$ cat src/rtl/fbp_pkg.sv
// Constants, register map and field layout of the four bit port.
`default_nettype none
package fbp_pkg;
   // ==========================================================
   // Register map, word index on the plain register port.
   localparam logic [1:0] OFS_PIN_LEVEL = 2'h0;
   localparam logic [1:0] OFS_OUT_LATCH = 2'h1;
   localparam logic [1:0] OFS_DIR_STAT = 2'h2;
   localparam logic [1:0] OFS_CONFIG = 2'h3;
   // ==========================================================
   // Field positions in the direction and status register, and pin three's bit in the pin level register.
   localparam int BIT_IN_FULL = 7;
   localparam int BIT_OUT_FULL = 6;
   localparam int BIT_IN_OVF = 5;
   localparam int BIT_PAR_MODE = 4;
   localparam int BIT_PIN3 = 3;
   // Field positions in the configuration register.
   localparam int BIT_CFG_MRST_EN = 7;
   localparam int BIT_CFG_WIDE = 6;
   localparam int BIT_CFG_IRQ = 5;
   // ==========================================================
   // Values after reset, analog threshold and synchroniser depth.
   localparam logic [2:0] RST_DIR = 3'h7;
   localparam logic [2:0] RST_LATCH = 3'h0;
   localparam logic [3:0] RST_ANA_CFG = 4'h0;
   localparam logic [3:0] ANA_DIGITAL_MIN = 4'hA;
   localparam int SYNC_STAGES = 2;
endpackage
`default_nettype wire

$ cat src/rtl/fbp_sync_if.sv
// Interface carrying raw pin levels and their synchronised copies.
`timescale 1ns/1ps
`default_nettype none
interface fbp_sync_if;
   logic [3:0] raw;
   logic [3:0] synced;
   modport src (output raw, input synced);
   modport snk (input raw, output synced);
endinterface
`default_nettype wire

$ cat src/rtl/fbp_port.sv
// Four bit general purpose port with parallel strobe status bits.
// Operation
// - Four bit port, three pins with direction
// - Analog-selected pins read as zero
// - Direction one tri-states, zero drives latch
// - Direction still controls drivers in analog
// - Low pins analog while config input is below 0xA
// - Latch register reads latch, not pins
// - Reset enable zero: pin three input
// - Pin three fixed input, no latch
// - Reset enable set: pin three resets
// - Narrow variant: only pin three
// - In-full bit seven read only
// - Out-full bit six read only
// - Overflow bit five, software clear only
// - Bit four selects parallel mode
// - Unimplemented bits read zero
// - Drive from latch; analog zeroes pin reads, strobes still decode
// - Write end sets in-full and flag
//
// The register addresses and strobed register access are this design's own decisions.
`timescale 1ns/1ps
`default_nettype none
module fbp_port #(
   parameter bit WIDE = 1'b1
) (
   input wire logic clk_i,
   input wire logic sys_rst_i,
   input wire logic [1:0] reg_addr_i,
   input wire logic [7:0] reg_wdata_i,
   input wire logic reg_we_i,
   input wire logic reg_re_i,
   output logic [7:0] reg_rdata_o,
   input wire logic [2:0] port4_pin_i,
   output logic [2:0] port4_pin_o,
   output logic [2:0] port4_pin_oe_o,
   input wire logic port4_pin3_input_only_i,
   input wire logic master_reset_pin_enable_i,
   input wire logic [3:0] analog_pin_config_field_i,
   input wire logic par_data_read_i,
   input wire logic par_data_written_i,
   output logic master_reset_req_o,
   output logic parallel_port_irq_flag_o
);
   typedef struct packed {
      logic [2:0] dir;
      logic [2:0] latch;
      logic in_full;
      logic out_full;
      logic in_ovf;
      logic par_mode;
      logic irq;
      logic [7:0] rdata;
      logic [2:0] pin_o;
      logic [2:0] pin_oe;
      logic mrst;
   } fbp_port_s;
   fbp_port_s q_r;
   fbp_port_s q_nxt;
   logic [3:0] pins_sync;
   logic wr_end;
   logic rd_start;
   logic analog_sel;
   logic [3:0] pin_view;
   fbp_sync_if sif ();

   // ==========================================================
   // Pin synchronisation.
   assign sif.raw = {port4_pin3_input_only_i, port4_pin_i};
   assign pins_sync = sif.synced;
   fbp_sync u_sync (
      .clk_i(clk_i),
      .sys_rst_i(sys_rst_i),
      .s(sif.snk)
   );

   // ==========================================================
   // Parallel strobe decode on synchronised pins.
   fbp_edge u_edge (
      .clk_i(clk_i),
      .sys_rst_i(sys_rst_i),
      .enable_i(q_r.par_mode && WIDE),
      .rd_n_i(pins_sync[0]),
      .wr_n_i(pins_sync[1]),
      .cs_n_i(pins_sync[2]),
      .wr_end_o(wr_end),
      .rd_start_o(rd_start)
   );

   // ==========================================================
   // Analog selection: any config below the all-digital range.
   // Config is an input that this port never resets, so pins start analog only if it starts below the range.
   function automatic logic is_analog(input logic [3:0] cfg);
      return cfg < fbp_pkg::ANA_DIGITAL_MIN;
   endfunction

   // Pin value view seen by software.
   always_comb begin
      analog_sel = is_analog(analog_pin_config_field_i);
      pin_view = 4'h0;
      if (WIDE && !analog_sel) begin
         pin_view[2:0] = pins_sync[2:0];
      end
      if (!master_reset_pin_enable_i) begin
         pin_view[fbp_pkg::BIT_PIN3] = pins_sync[3];
      end
   end

   // ==========================================================
   // Next state: register writes, status flags and pin drivers.
   always_comb begin
      q_nxt = q_r;
      q_nxt.rdata = 8'h00;
      q_nxt.irq = 1'b0;
      if (reg_we_i) begin
         unique case (reg_addr_i)
            fbp_pkg::OFS_OUT_LATCH: q_nxt.latch = reg_wdata_i[2:0];
            fbp_pkg::OFS_DIR_STAT: begin
               q_nxt.dir = reg_wdata_i[2:0];
               q_nxt.par_mode = reg_wdata_i[fbp_pkg::BIT_PAR_MODE];
               // Overflow may only be cleared, never set, by software.
               if (!reg_wdata_i[fbp_pkg::BIT_IN_OVF]) begin
                  q_nxt.in_ovf = 1'b0;
               end
            end
            default: ;
         endcase
      end
      // The parallel data path lives elsewhere; it reports its accesses.
      if (par_data_read_i) begin
         q_nxt.in_full = 1'b0;
      end
      // A new output word in the cycle of a read start keeps the flag set.
      if (rd_start) begin
         q_nxt.out_full = 1'b0;
      end
      if (par_data_written_i) begin
         q_nxt.out_full = 1'b1;
      end
      // Hardware set wins over any clear in the same cycle.
      if (wr_end) begin
         if (q_r.in_full) begin
            q_nxt.in_ovf = 1'b1;
         end
         q_nxt.in_full = 1'b1;
         q_nxt.irq = 1'b1;
      end
      if (reg_re_i) begin
         unique case (reg_addr_i)
            fbp_pkg::OFS_PIN_LEVEL: q_nxt.rdata = {4'h0, pin_view};
            fbp_pkg::OFS_OUT_LATCH: q_nxt.rdata = {5'h00, q_r.latch};
            fbp_pkg::OFS_DIR_STAT: q_nxt.rdata = {q_r.in_full, q_r.out_full,
               q_r.in_ovf, q_r.par_mode, 1'b0, q_r.dir};
            fbp_pkg::OFS_CONFIG: begin
               q_nxt.rdata[fbp_pkg::BIT_CFG_MRST_EN] = master_reset_pin_enable_i;
               q_nxt.rdata[fbp_pkg::BIT_CFG_WIDE] = WIDE;
               q_nxt.rdata[fbp_pkg::BIT_CFG_IRQ] = q_r.irq;
               q_nxt.rdata[3:0] = analog_pin_config_field_i;
            end
            default: ;
         endcase
      end
      // Direction drives the pin even in analog mode; only the narrow
      // variant has no drivers at all.
      q_nxt.pin_oe = WIDE ? ~q_nxt.dir : 3'h0;
      q_nxt.pin_o = WIDE ? q_nxt.latch : 3'h0;
      // Pin three never drives; it resets the core when so enabled.
      q_nxt.mrst = master_reset_pin_enable_i && !pins_sync[3];
   end

   // ==========================================================
   // State register.
   always_ff @(posedge clk_i) begin
      if (sys_rst_i) begin
         q_r <= '0;
         q_r.dir <= fbp_pkg::RST_DIR;
         q_r.latch <= fbp_pkg::RST_LATCH;
      end else begin
         q_r <= q_nxt;
      end
   end

   assign reg_rdata_o = q_r.rdata;
   assign port4_pin_o = q_r.pin_o;
   assign port4_pin_oe_o = q_r.pin_oe;
   assign master_reset_req_o = q_r.mrst;
   assign parallel_port_irq_flag_o = q_r.irq;
endmodule
`default_nettype wire

$ cat src/rtl/fbp_sync.sv
// Two stage synchroniser for the four port pins.
`timescale 1ns/1ps
`default_nettype none
module fbp_sync (
   input wire logic clk_i,
   input wire logic sys_rst_i,
   fbp_sync_if.snk s
);
   typedef struct packed {
      logic [3:0] meta;
      logic [3:0] stab;
   } fbp_sync_s;
   fbp_sync_s q_r;
   fbp_sync_s q_nxt;
   // ==========================================================
   // The first stage feeds only the second stage.
   always_comb begin
      q_nxt.meta = s.raw;
      q_nxt.stab = q_r.meta;
   end
   // Reset to the idle level of the strobes and the reset pin, both
   // active low, so no false strobe or reset request follows reset.
   always_ff @(posedge clk_i) begin
      if (sys_rst_i) begin
         q_r <= '1;
      end else begin
         q_r <= q_nxt;
      end
   end
   assign s.synced = q_r.stab;
endmodule
`default_nettype wire

$ cat src/rtl/fbp_edge.sv
// Strobe qualifier: decodes parallel write and read phases.
`timescale 1ns/1ps
`default_nettype none
module fbp_edge (
   input wire logic clk_i,
   input wire logic sys_rst_i,
   input wire logic enable_i,
   input wire logic rd_n_i,
   input wire logic wr_n_i,
   input wire logic cs_n_i,
   output logic wr_end_o,
   output logic rd_start_o
);
   typedef struct packed {
      logic wr_act;
      logic rd_act;
   } fbp_edge_s;
   fbp_edge_s q_r;
   fbp_edge_s q_nxt;
   logic wr_low;
   logic rd_low;
   // ==========================================================
   // A write spans both strobes low; it ends when either rises.
   always_comb begin
      wr_low = enable_i && !cs_n_i && !wr_n_i;
      rd_low = enable_i && !cs_n_i && !rd_n_i;
      q_nxt.wr_act = wr_low;
      q_nxt.rd_act = rd_low;
      wr_end_o = q_r.wr_act && !wr_low;
      rd_start_o = rd_low && !q_r.rd_act;
   end
   always_ff @(posedge clk_i) begin
      if (sys_rst_i) begin
         q_r <= '0;
      end else begin
         q_r <= q_nxt;
      end
   end
endmodule
`default_nettype wire

$ cat config.mk
export PLATFORM = sky130hd
export DESIGN_NAME = fbp_port
export DESIGN_NICKNAME = d
export VERILOG_FILES = /design/src/rtl/fbp_pkg.sv /design/src/rtl/fbp_sync_if.sv /design/src/rtl/fbp_port.sv /design/src/rtl/fbp_sync.sv /design/src/rtl/fbp_edge.sv
export SDC_FILE = /design/constraint.sdc
export NUM_CORES = 1
export LEC_CHECK = 0
export BUFFER_PORTS_ARGS = -buffer_cell sky130_fd_sc_hd__buf_2
export CORE_MARGIN = 3
export CORE_UTILIZATION = 45
export CTS_BUF_LIST = sky130_fd_sc_hd__clkbuf_8
export DETAILED_ROUTE_END_ITERATION = 10
export PLACE_DENSITY = 0.75
export SYNTH_ARGS = -nofsm -noshare
export SYNTH_HDL_FRONTEND = slang
export SYNTH_SLANG_ARGS = --single-unit
$ cat constraint.sdc
create_clock -name clk_i -period 1 [get_ports clk_i]
set_input_delay 0.15 -clock clk_i [delete_from_list [all_inputs] [get_ports clk_i]]
set_output_delay 0.15 -clock clk_i [all_outputs]
set_load 0.02 [all_outputs]
## Yosys cells after proc, flatten, opt, wreduce, memory -nomap -nowiden

Index checks and enable logic that the tools add are counted.

| word-level totals | value |
|---|---|
| bits in registers | 33 |
| bits of input ports | 25 |
| logic and storage cells | 59 |

| cells by class | value |
|---|---|
| $lt $le $gt $ge | 1 |
| equality and inequality tests | 3 |
| muxes and demuxes | 17 |
| bitwise gates (word level) | 3 |
| reduce and logical (&&, ||, !) cells | 20 |

Operator list:

| operator | number |
|---|---|
| one-hot mux 4 bit (4 select lines) | 1 |
| 2-to-1 mux 1 bit | 9 |
| 2-to-1 mux 3 bit | 3 |
| one-hot mux 3 bit (3 select lines) | 1 |
| logical AND 1 bit | 6 |
| logical NOT 1 bit | 6 |
| 2-to-1 mux 6 bit | 1 |
| == test 2 bit, second input constant | 2 |
| < comparator 4 bit, second input constant | 1 |
| 2-to-1 mux 2 bit | 2 |
| AND reduction 2 bit | 2 |
| nonzero test 2 bit | 2 |
| OR reduction 2 bit | 2 |
| inverter 3 bit | 1 |
| OR reduction 3 bit | 1 |
| == test 2 x 1 -> 1 bit, second input constant | 1 |
| logical NOT 2 bit | 1 |
| inverter 1 bit | 2 |

## Depth between registers and ports, before layout

Gate-level depths: netlist of the first run.

| logic depth | value |
|---|---|
| depth in word-level cells | 6 |
| mapped depth | 5 |

## Modules after synthesis

Synthesis of the first run repeated with hierarchy kept, for this count alone.

| second synthesis, totals | value |
|---|---|
| cell total of the unflattened synthesis | 118 |
| area total of the unflattened synthesis | 1,276.2 um^2 |

Modules (own cells, without submodules):

| module | instances | cells each | area each (um^2) | sequential area each (um^2) |
|---|---|---|---|---|
| fbp_port | 1 | 94 | 989.7 | 460.4 |
| fbp_sync | 1 | 16 | 210.2 | 160.2 |
| fbp_edge | 1 | 8 | 76.3 | 40.0 |

## Least setup slack after synthesis of the first run

No wires, ideal clock.

| timing | value |
|---|---|
| path type | in2reg |
| start | input port reg_addr_i[0] |
| end | register q_r[17] (netlist name) |
| setup time | 0.117 ns |
| arrival time | 0.883 ns |
| data required time | 0.883 ns |
| setup slack | 0.000 ns |
| stages | 4 |
| path buffers | 1 |
| path through | buf_6 -> nand3b_4 -> or2_0 -> a32o_1 |

| between the ends | value |
|---|---|
| cells in the longest elaborated chain, start to end | 5 |

RTL lines:

| what | line | source |
|---|---|---|
| from (decl) | fbp_port.sv:29 | `input wire logic [1:0] reg_addr_i,` |
| == test 2 bit * | fbp_port.sv:116 | `unique case (reg_addr_i)` |
| 2-to-1 mux 2 bit * | fbp_port.sv:116 |  |
| 2-to-1 mux 2 bit * | fbp_port.sv:115 | `if (reg_we_i) begin` |
| 2-to-1 mux 1 bit | fbp_port.sv:142 | `if (q_r.in_full) begin` |
| 2-to-1 mux 1 bit * | fbp_port.sv:141 | `if (wr_end) begin` |
| to (signal assigned) | fbp_port.sv:179 | `q_r <= q_nxt;` |
| to (decl) | fbp_port.sv:58 | `fbp_port_s q_r;` |

Every way passes the cells marked *; elsewhere a longest branch is shown, timed or not.
A chain may end at the register's enable or synchronous reset.

## Final worst setup path of the first run

| timing | value |
|---|---|
| start | register u_sync.q_r (netlist bit u_sync.s.synced[2]) |
| end | register q_r[17] (netlist name) |

| between the ends | value |
|---|---|
| cells in the longest elaborated chain, start to end | 6 |

RTL lines:

| what | line | source |
|---|---|---|
| from (decl) | fbp_sync.sv:13 | `fbp_sync_s q_r;` |
| from (signal assigned) | fbp_sync.sv:27 | `q_r <= q_nxt;` |
| logical NOT 1 bit | fbp_edge.sv:25 | `wr_low = enable_i && !cs_n_i && !wr_n_i;` |
| logical AND 1 bit (2 in series) | fbp_edge.sv:25 |  |
| logical NOT 1 bit | fbp_edge.sv:29 | `wr_end_o = q_r.wr_act && !wr_low;` |
| logical AND 1 bit | fbp_edge.sv:29 |  |
| 2-to-1 mux 1 bit | fbp_port.sv:141 |  |

No other way between the ends.

==> impl_metrics.toml, run 1 <==
[status]
status = "completed"

[setup_path]
cp_cell_sequence = "nand2b_4 -> o211a_1 -> a32o_1"
critPathKind = "reg2reg"
crit_path_top_delay_cell = "dfxtp_2"
crit_required_ns = 1.17
cp.arrival_ns = 1.17
timing.rr.start = "u_sync.s.synced[2]"
end_kind = "flip-flop"
crit_path_max_incr_delay_ns = 0.32
worst-path-buf-inv = 0
crit_start = "u_sync.s.synced[2]"
cp-start-kind = "flip-flop"
critPathTopFamily = "compound AO/OA/AOI/OAI gates"
path_max_fanout = 3

[floorplanning]
dieArea_um2 = 3430
design.core.area_um2 = 2545
initial_core_util_pct = 48.87
ios = 41
die_x_um = 58.57
dieHeight_um = 58.57
rows = 18

[timing]
worst_pin_slew_ns = 0.3108
max_freq_mhz = 1001
finalHoldViolations = 0
setup_violations = 0
rsz0062_at_grt = "yes"
fin_skew_ns = 0.005953
fin_crit_sh_pct = 99.95
slew_viol_final = 0
slew_headroom_pct = 79.28
fin_crit_ns = 0.9995

[yosys]
synth_area_um2 = 1244
synth_top_family_by_area = "simple AND/OR/NAND/NOR gates"
avgSynthCellArea_um2 = 10.63
synthMuxAreaShare_pct = 9.658
synthAdderAreaFrac_pct = 0
synthDistinctLibCells = 29
syn_inst = 117
ys.flop_type = "dfxtp_1"
synth_seq_cells = 33
yosysSeqAreaShare_pct = 53.12
synthXorXnorAreaFrac_pct = 0
synth_fp_nets = 142
synth_edf_count = 0
yosys.area_share.simple_pct = 16.10
async_flop_share_pct = 0
yosysWarnings = 0
synth_compound_area_share_pct = 9.155

[power]
irDropWorstVdd_v = 0.002272
power_density_nw_per_um2 = 1964
p_total_mw = 3.079
cellLeakagePower_nw = 0.7776

[place]
placed_cells = 172
numPortBuffers = 37
dp_hpwl_um = 1831
gp_congestion = 0.8398

[detailed_routing]
first_iter_violations = 26
num_vias = 903
wl_per_cell_um = 13.19
firstDrtPassIters = 4
drc_errors = 0
vias_per_cell = 5.017
drt_wl_total_um = 2375
antenna_left = 0

[global_route]
first_global_vias = 901
grt_pass1_wl_um = 3843
antenna_found_initial = 0
grt_usage_pct = 15.44
grt_max_degree = 18
grt_overflow = 0

[clock_tree]
ctsRootBufferMaster = "clkbuf_8"
numCtsBuffers = 5
cts_max_level = 2
clkSinkCount = 33
clk_pin_slew_worst_paths_ns = 0.06
worst_skew_pair.late_latency_ns = 0.28
cts_hold_buf = 0
tritoncts = "built"
post_cts_buffers = 0
cts_buffer_depth = 2

[finish]
drive_gt1_share_pct = 43.33
fillers = 219
area_growth_syn_to_layout_pct = 26.06
stdcell_count = 180
n_antenna_cell = 0
nets = 174
post-route-util_pct = 61.60

[worst_hold_path]
hp-class = "in2reg"
min_from = "port4_pin_i[1]"

[run]
cap_violations = 0
[through the flow]
stage	TNS [ns]	instance area, um2	hold slack, ns	setup WS (ns)
floorplan	0	1244	0.2538	0.01460
global placement	-0.009460	1419	0.3315	-0.009460
detailed placement	-0.1381	1419	0.3341	-0.05560
CTS	-0.01768	1562	0.04160	-0.01768
global route	-0.03451	1568	0.04733	-0.03451
finish	0	1568	0.04926	0.0005492
[per-layer routing]
| metal | global-route usage [%] | wire length (um) |
|---|---|---|
| met1 | 16.21 | 916 |
| met3 | 5.263 | 147 |
| met4 | 9.385 | 52 |
| met2 | 26.48 | 1259 |
| met5 | 0 | 0 |
[cell type report]
class	count	area (um2)	share of cell area (%)
inverters	3	11.26	0.7183
repair buffers	44	280.3	17.88
clock inverters	3	65.06	4.150
flip-flops and latches	33	663.1	42.30
clock buffers	5	68.82	4.389
well taps	30	37.54	2.394
multi-input cells	62	441.7	28.17
[state kept, by name, summed over array words and instances (netlist names)]
signal	count
master_reset_req_o	1
parallel_port_irq_flag_o	1
port4_pin_o	3
port4_pin_oe_o	3
q_r	7
reg_rdata_o	8
u_edge.q_r	2
u_sync.q_nxt	4
u_sync.s.synced	4
[where the power goes]
group,internal [mW],switching (mW)
clock network,0.989,0.462
registers,1.36,0.0176
logic,0.125,0.127
total,2.47,0.607
[layout by cell type, fill, tap and decap left out]
| master | netlist | routed |
|---|---|---|
| o31ai_1 | 1 | 1 |
| nor3_1 | 2 | 2 |
| o211a_1 | 1 | 1 |
| or2_2 | 8 | 8 |
| nand3b_1 | 1 | 1 |
| nand2b_4 | 0 | 1 |
| clkinv_1 | 1 | 1 |
| and2_1 | 3 | 3 |
| a221oi_1 | 3 | 3 |
| a21oi_1 | 4 | 4 |
| nor2_1 | 10 | 10 |
| nor3b_1 | 2 | 2 |
| a31oi_1 | 1 | 1 |
| inv_2 | 1 | 1 |
| inv_1 | 1 | 1 |
| o2111ai_1 | 3 | 3 |
| buf_4 | 15 | 6 |
| nand3b_4 | 1 | 1 |
| mux2i_1 | 12 | 12 |
| nor4b_1 | 1 | 1 |
| or2_0 | 1 | 1 |
| nand3_1 | 1 | 1 |
| dfxtp_2 | 0 | 2 |
| buf_2 | 2 | 35 |
| a32o_1 | 1 | 1 |
| nand2_1 | 4 | 4 |
| bufinv_16 | 0 | 2 |
| clkinv_2 | 0 | 1 |
| clkbuf_8 | 0 | 5 |
| buf_12 | 0 | 3 |
| a21o_1 | 1 | 1 |
| dfxtp_1 | 33 | 31 |
[synth_stat cells, drive strengths merged, types with 2 or more instances]
cell type   n  share of area, %
dfxtp      33                53
nor2       10               3.0
a221oi      3               2.1
nor3b       2               1.2
mux2i      12               9.7
nand2       4               1.2
nor3        2              0.80
nand3b      2               2.2
and2        3               1.5
buf        18                11
inv         2              0.60
a21oi       4               1.6
or2         9               4.5
o2111ai     3               2.1
[cells by family (layout without fill, tap and decap cells)]
group / Yosys count / in the layout
compound gates: 15 / 15
buf+inv: 22 / 55
flops: 33 / 33
mux: 12 / 12
simple gates: 35 / 35
[worst reg2reg max path: cells and delay by family, from the launching register on]
family / cells / cell delay (ns)
AO/OA/AOI/OAI: 2 / 0.44
flip-flops: 1 / 0.32
AND/OR/NAND/NOR: 1 / 0.14
[repair_timing]
action / in CTS / in global routing
resized for setup: 2 / 3
setup endpoints to repair: 1 / 4
hold endpoints to repair: 0 / 0
pin swaps: 1 / 1
[path summary, 6_finish.rpt]
check / to / slack [ns] / cells past startpoint
hold / removal: u_sync.q_nxt[1] / 0.05 / 2
setup / recovery: q_r[17] / 0.0005 / 3
hold reg to reg: u_sync.s.synced[0] / 0.41 / 1
setup reg to reg: q_r[17] / 0.0005 / 3
Note: power is estimated with default switching activity, not from simulation.
==> inputs of run 2 (changes only) <==
Settings changed: SYNTH_HIERARCHICAL from default to 1.
==> run 2 against run 1 <==
- the run now ends with setup timing left
- flip-flop and latch count did not move
- sequential power about the same
- critical path depth rose by 2
- clock power down 26%
- global-route usage down 0.65 points
- worst setup slack worse by 0.13 ns
- clock skew is 0.0046 ns lower
- total power down 12%
- largest cell class unchanged
==> impl_metrics.toml, run 2 <==
[status]
status = "complete, but fails checks"
violations = "setup timing"

[worst_hold_path]
hp-class = "in2reg"

[finish]
fillers = 214
ff_latch_area_um2 = 663.1
final_cell_area_um2 = 1592
final_common_cell = "buf_2"
stdcell_count = 185
area_growth_syn_to_layout_pct = 24.71
post-route-util_pct = 61.45
largest_reg_flops = 8
layout_common_cells = "buf_2 (35), dfxtp_1 (31), nor2_1 (15), mux2i_1 (12), buf_4 (9)"
nets = 179
drive_gt1_share_pct = 44.52
multi_input_area_um2 = 504.2
n_antenna_cell = 0

[floorplanning]
dieHeight_um = 59.26
ios = 41
die_x_um = 59.26
design.core.area_um2 = 2590
dieArea_um2 = 3511
rows = 18
initial_core_util_pct = 49.28

[timing]
slew_headroom_pct = 81.67
worst_pin_slew_ns = 0.2711
finalHoldViolations = 0
max_freq_mhz = 882.2
fin_ws_ns = -0.1335
fin_setup_tns_ns = -0.2239
rsz0062_at_grt = "yes"
setup_violations = 4
fin_crit_sh_pct = 113.4
fin_skew_ns = 0.001351
slew_viol_final = 0
timing.hold.ws_ns = 0.04372
fin_crit_ns = 1.134

[clock_tree]
clkSinkCount = 33
clk_pin_slew_worst_paths_ns = 0.06
cts_hold_buf = 0
ctsRootBufferMaster = "clkbuf_8"
tritoncts = "built"
worst_skew_pair.late_latency_ns = 0.28
numCtsBuffers = 5
cts_buffer_depth = 2
cts_max_level = 2

[global_route]
grt_pass1_wl_um = 3670
first_global_vias = 851
grt_max_degree = 26
grt_usage_pct = 14.79
grt_overflow = 0
antenna_found_initial = 0

[power]
irDropWorstVdd_v = 0.001221
p_total_mw = 2.697
cellLeakagePower_nw = 0.7737
power_density_nw_per_um2 = 1695

[place]
pre_cts_ws_ns = -0.1279
dp_hpwl_um = 1646
numPortBuffers = 37
place_area_um2 = 1445
gp_congestion = 0.7525
placed_cells = 176

[yosys]
yosys.area.top_type = "dfxtp_1"
async_flop_share_pct = 0
synth_fp_nets = 143
yosys.area_share.simple_pct = 22.35
synthXorXnorAreaFrac_pct = 0
yosys.cell_count.top_type = "dfxtp_1"
synth_area_um2 = 1276
synth_top_family_by_area = "simple AND/OR/NAND/NOR gates"
synth_top_area_share_pct = 51.76
yosysWarnings = 6
synth_seq_cells = 33
synth_common_cells = "dfxtp_1 (33), nor2_1 (16), buf_4 (15)"
synthDistinctLibCells = 27
synth_edf_count = 0
avgSynthCellArea_um2 = 10.82
synth.area.top_cells = "dfxtp_1 (52%), mux2i_1 (9.4%), buf_4 (8.8%)"
synth_compound_area_share_pct = 5.588
synthMuxAreaShare_pct = 9.412
syn_inst = 118
yosysSeqAreaShare_pct = 51.76
synthAdderAreaFrac_pct = 0
ys.flop_type = "dfxtp_1"

[setup_path]
crit_start = "q_r[16]"
cp.arrival_ns = 1.30
reg2regPathDepth = 5
end_kind = "flip-flop"
path_depth = 5
cp-start-kind = "flip-flop"
timing.rr.start = "q_r[16]"
rrSetupSlack_ns = -0.13
crit_required_ns = 1.17
crit_path_max_incr_delay_ns = 0.40
critPathTopFamily = "simple AND/OR/NAND/NOR gates"
crit_path_top_delay_cell = "or3b_4"
cp_cell_sequence = "or3b_4 -> nor2_4 -> inv_2 -> a21oi_2 -> nor2_1"
path_max_fanout = 3
r2r-end = "q_r[18]"
worst-path-buf-inv = 1
critPathKind = "reg2reg"
endpoint = "q_r[18]"

[detailed_routing]
first_iter_violations = 16
drc_errors = 0
num_vias = 894
wl_per_cell_um = 12.57
drt_wl_total_um = 2326
antenna_left = 0
vias_per_cell = 4.832
firstDrtPassIters = 4

[run]
cap_violations = 0
==> run 2: what timing repair did <==
action / 4_1_cts / 5_1_grt
setup buffers: 0 / 1
endpoints found under the setup margin: 4 / 6
pin swaps: 2 / 2
gates cloned: 0 / 0
gates resized for setup: 4 / 9
==> run 2: layout make-up <==
class	instances	area share (%)
flip-flops and latches	33	41.67
multi-input cells	65	31.68
repair buffers	46	17.22
clock buffers	7	6.053
well taps	30	2.358
inverters	3	0.7075
clock inverters	1	0.3145
==> run 2: cells by family (layout without fill, tap and decap cells) <==
kind of cell           count (synthesis)  in the layout
muxes                                 12             12
DFF                                   33             33
and+or+nand+nor                       43             43
buffers and inverters                 20             57
AOI/OAI and AO/OA                     10             10
==> run 2: how the worst min path moves through the flow <==
stage | depth (start not counted) | slack (ns) | from | end
after floorplan | 1 | 0.22 | sys_rst_i | port4_pin_oe_o[1]
after global placement | 2 | 0.33 | port4_pin_i[1] | u_sync/q_nxt[1]
after detailed placement | 2 | 0.33 | port4_pin_i[1] | u_sync/q_nxt[1]
after CTS | 2 | 0.03 | port4_pin_i[1] | u_sync/q_nxt[1]
after global routing | 2 | 0.04 | port4_pin3_input_only_i | u_sync/q_nxt[3]
final | 2 | 0.04 | port4_pin_i[0] | u_sync/q_nxt[0]
==> run 2: where the power goes <==
group / leakage [nW] / internal (mW) / switching, mW
logic: 0.450 / 0.125 / 0.124
clock network: 0.0542 / 0.621 / 0.453
registers: 0.270 / 1.36 / 0.0169
total: 0.774 / 2.10 / 0.594
==> run 2: layer usage <==
| metal | GRT usage (%) | vias up | routed length [um] |
|---|---|---|---|
| li1 | - | 452 | - |
| met1 | 16.51 | 410 | 1006 |
| met2 | 22.46 | 26 | 1104 |
| met3 | 5.447 | 6 | 156 |
| met4 | 11.65 | 0 | 59 |
| met5 | 0 | - | 0 |
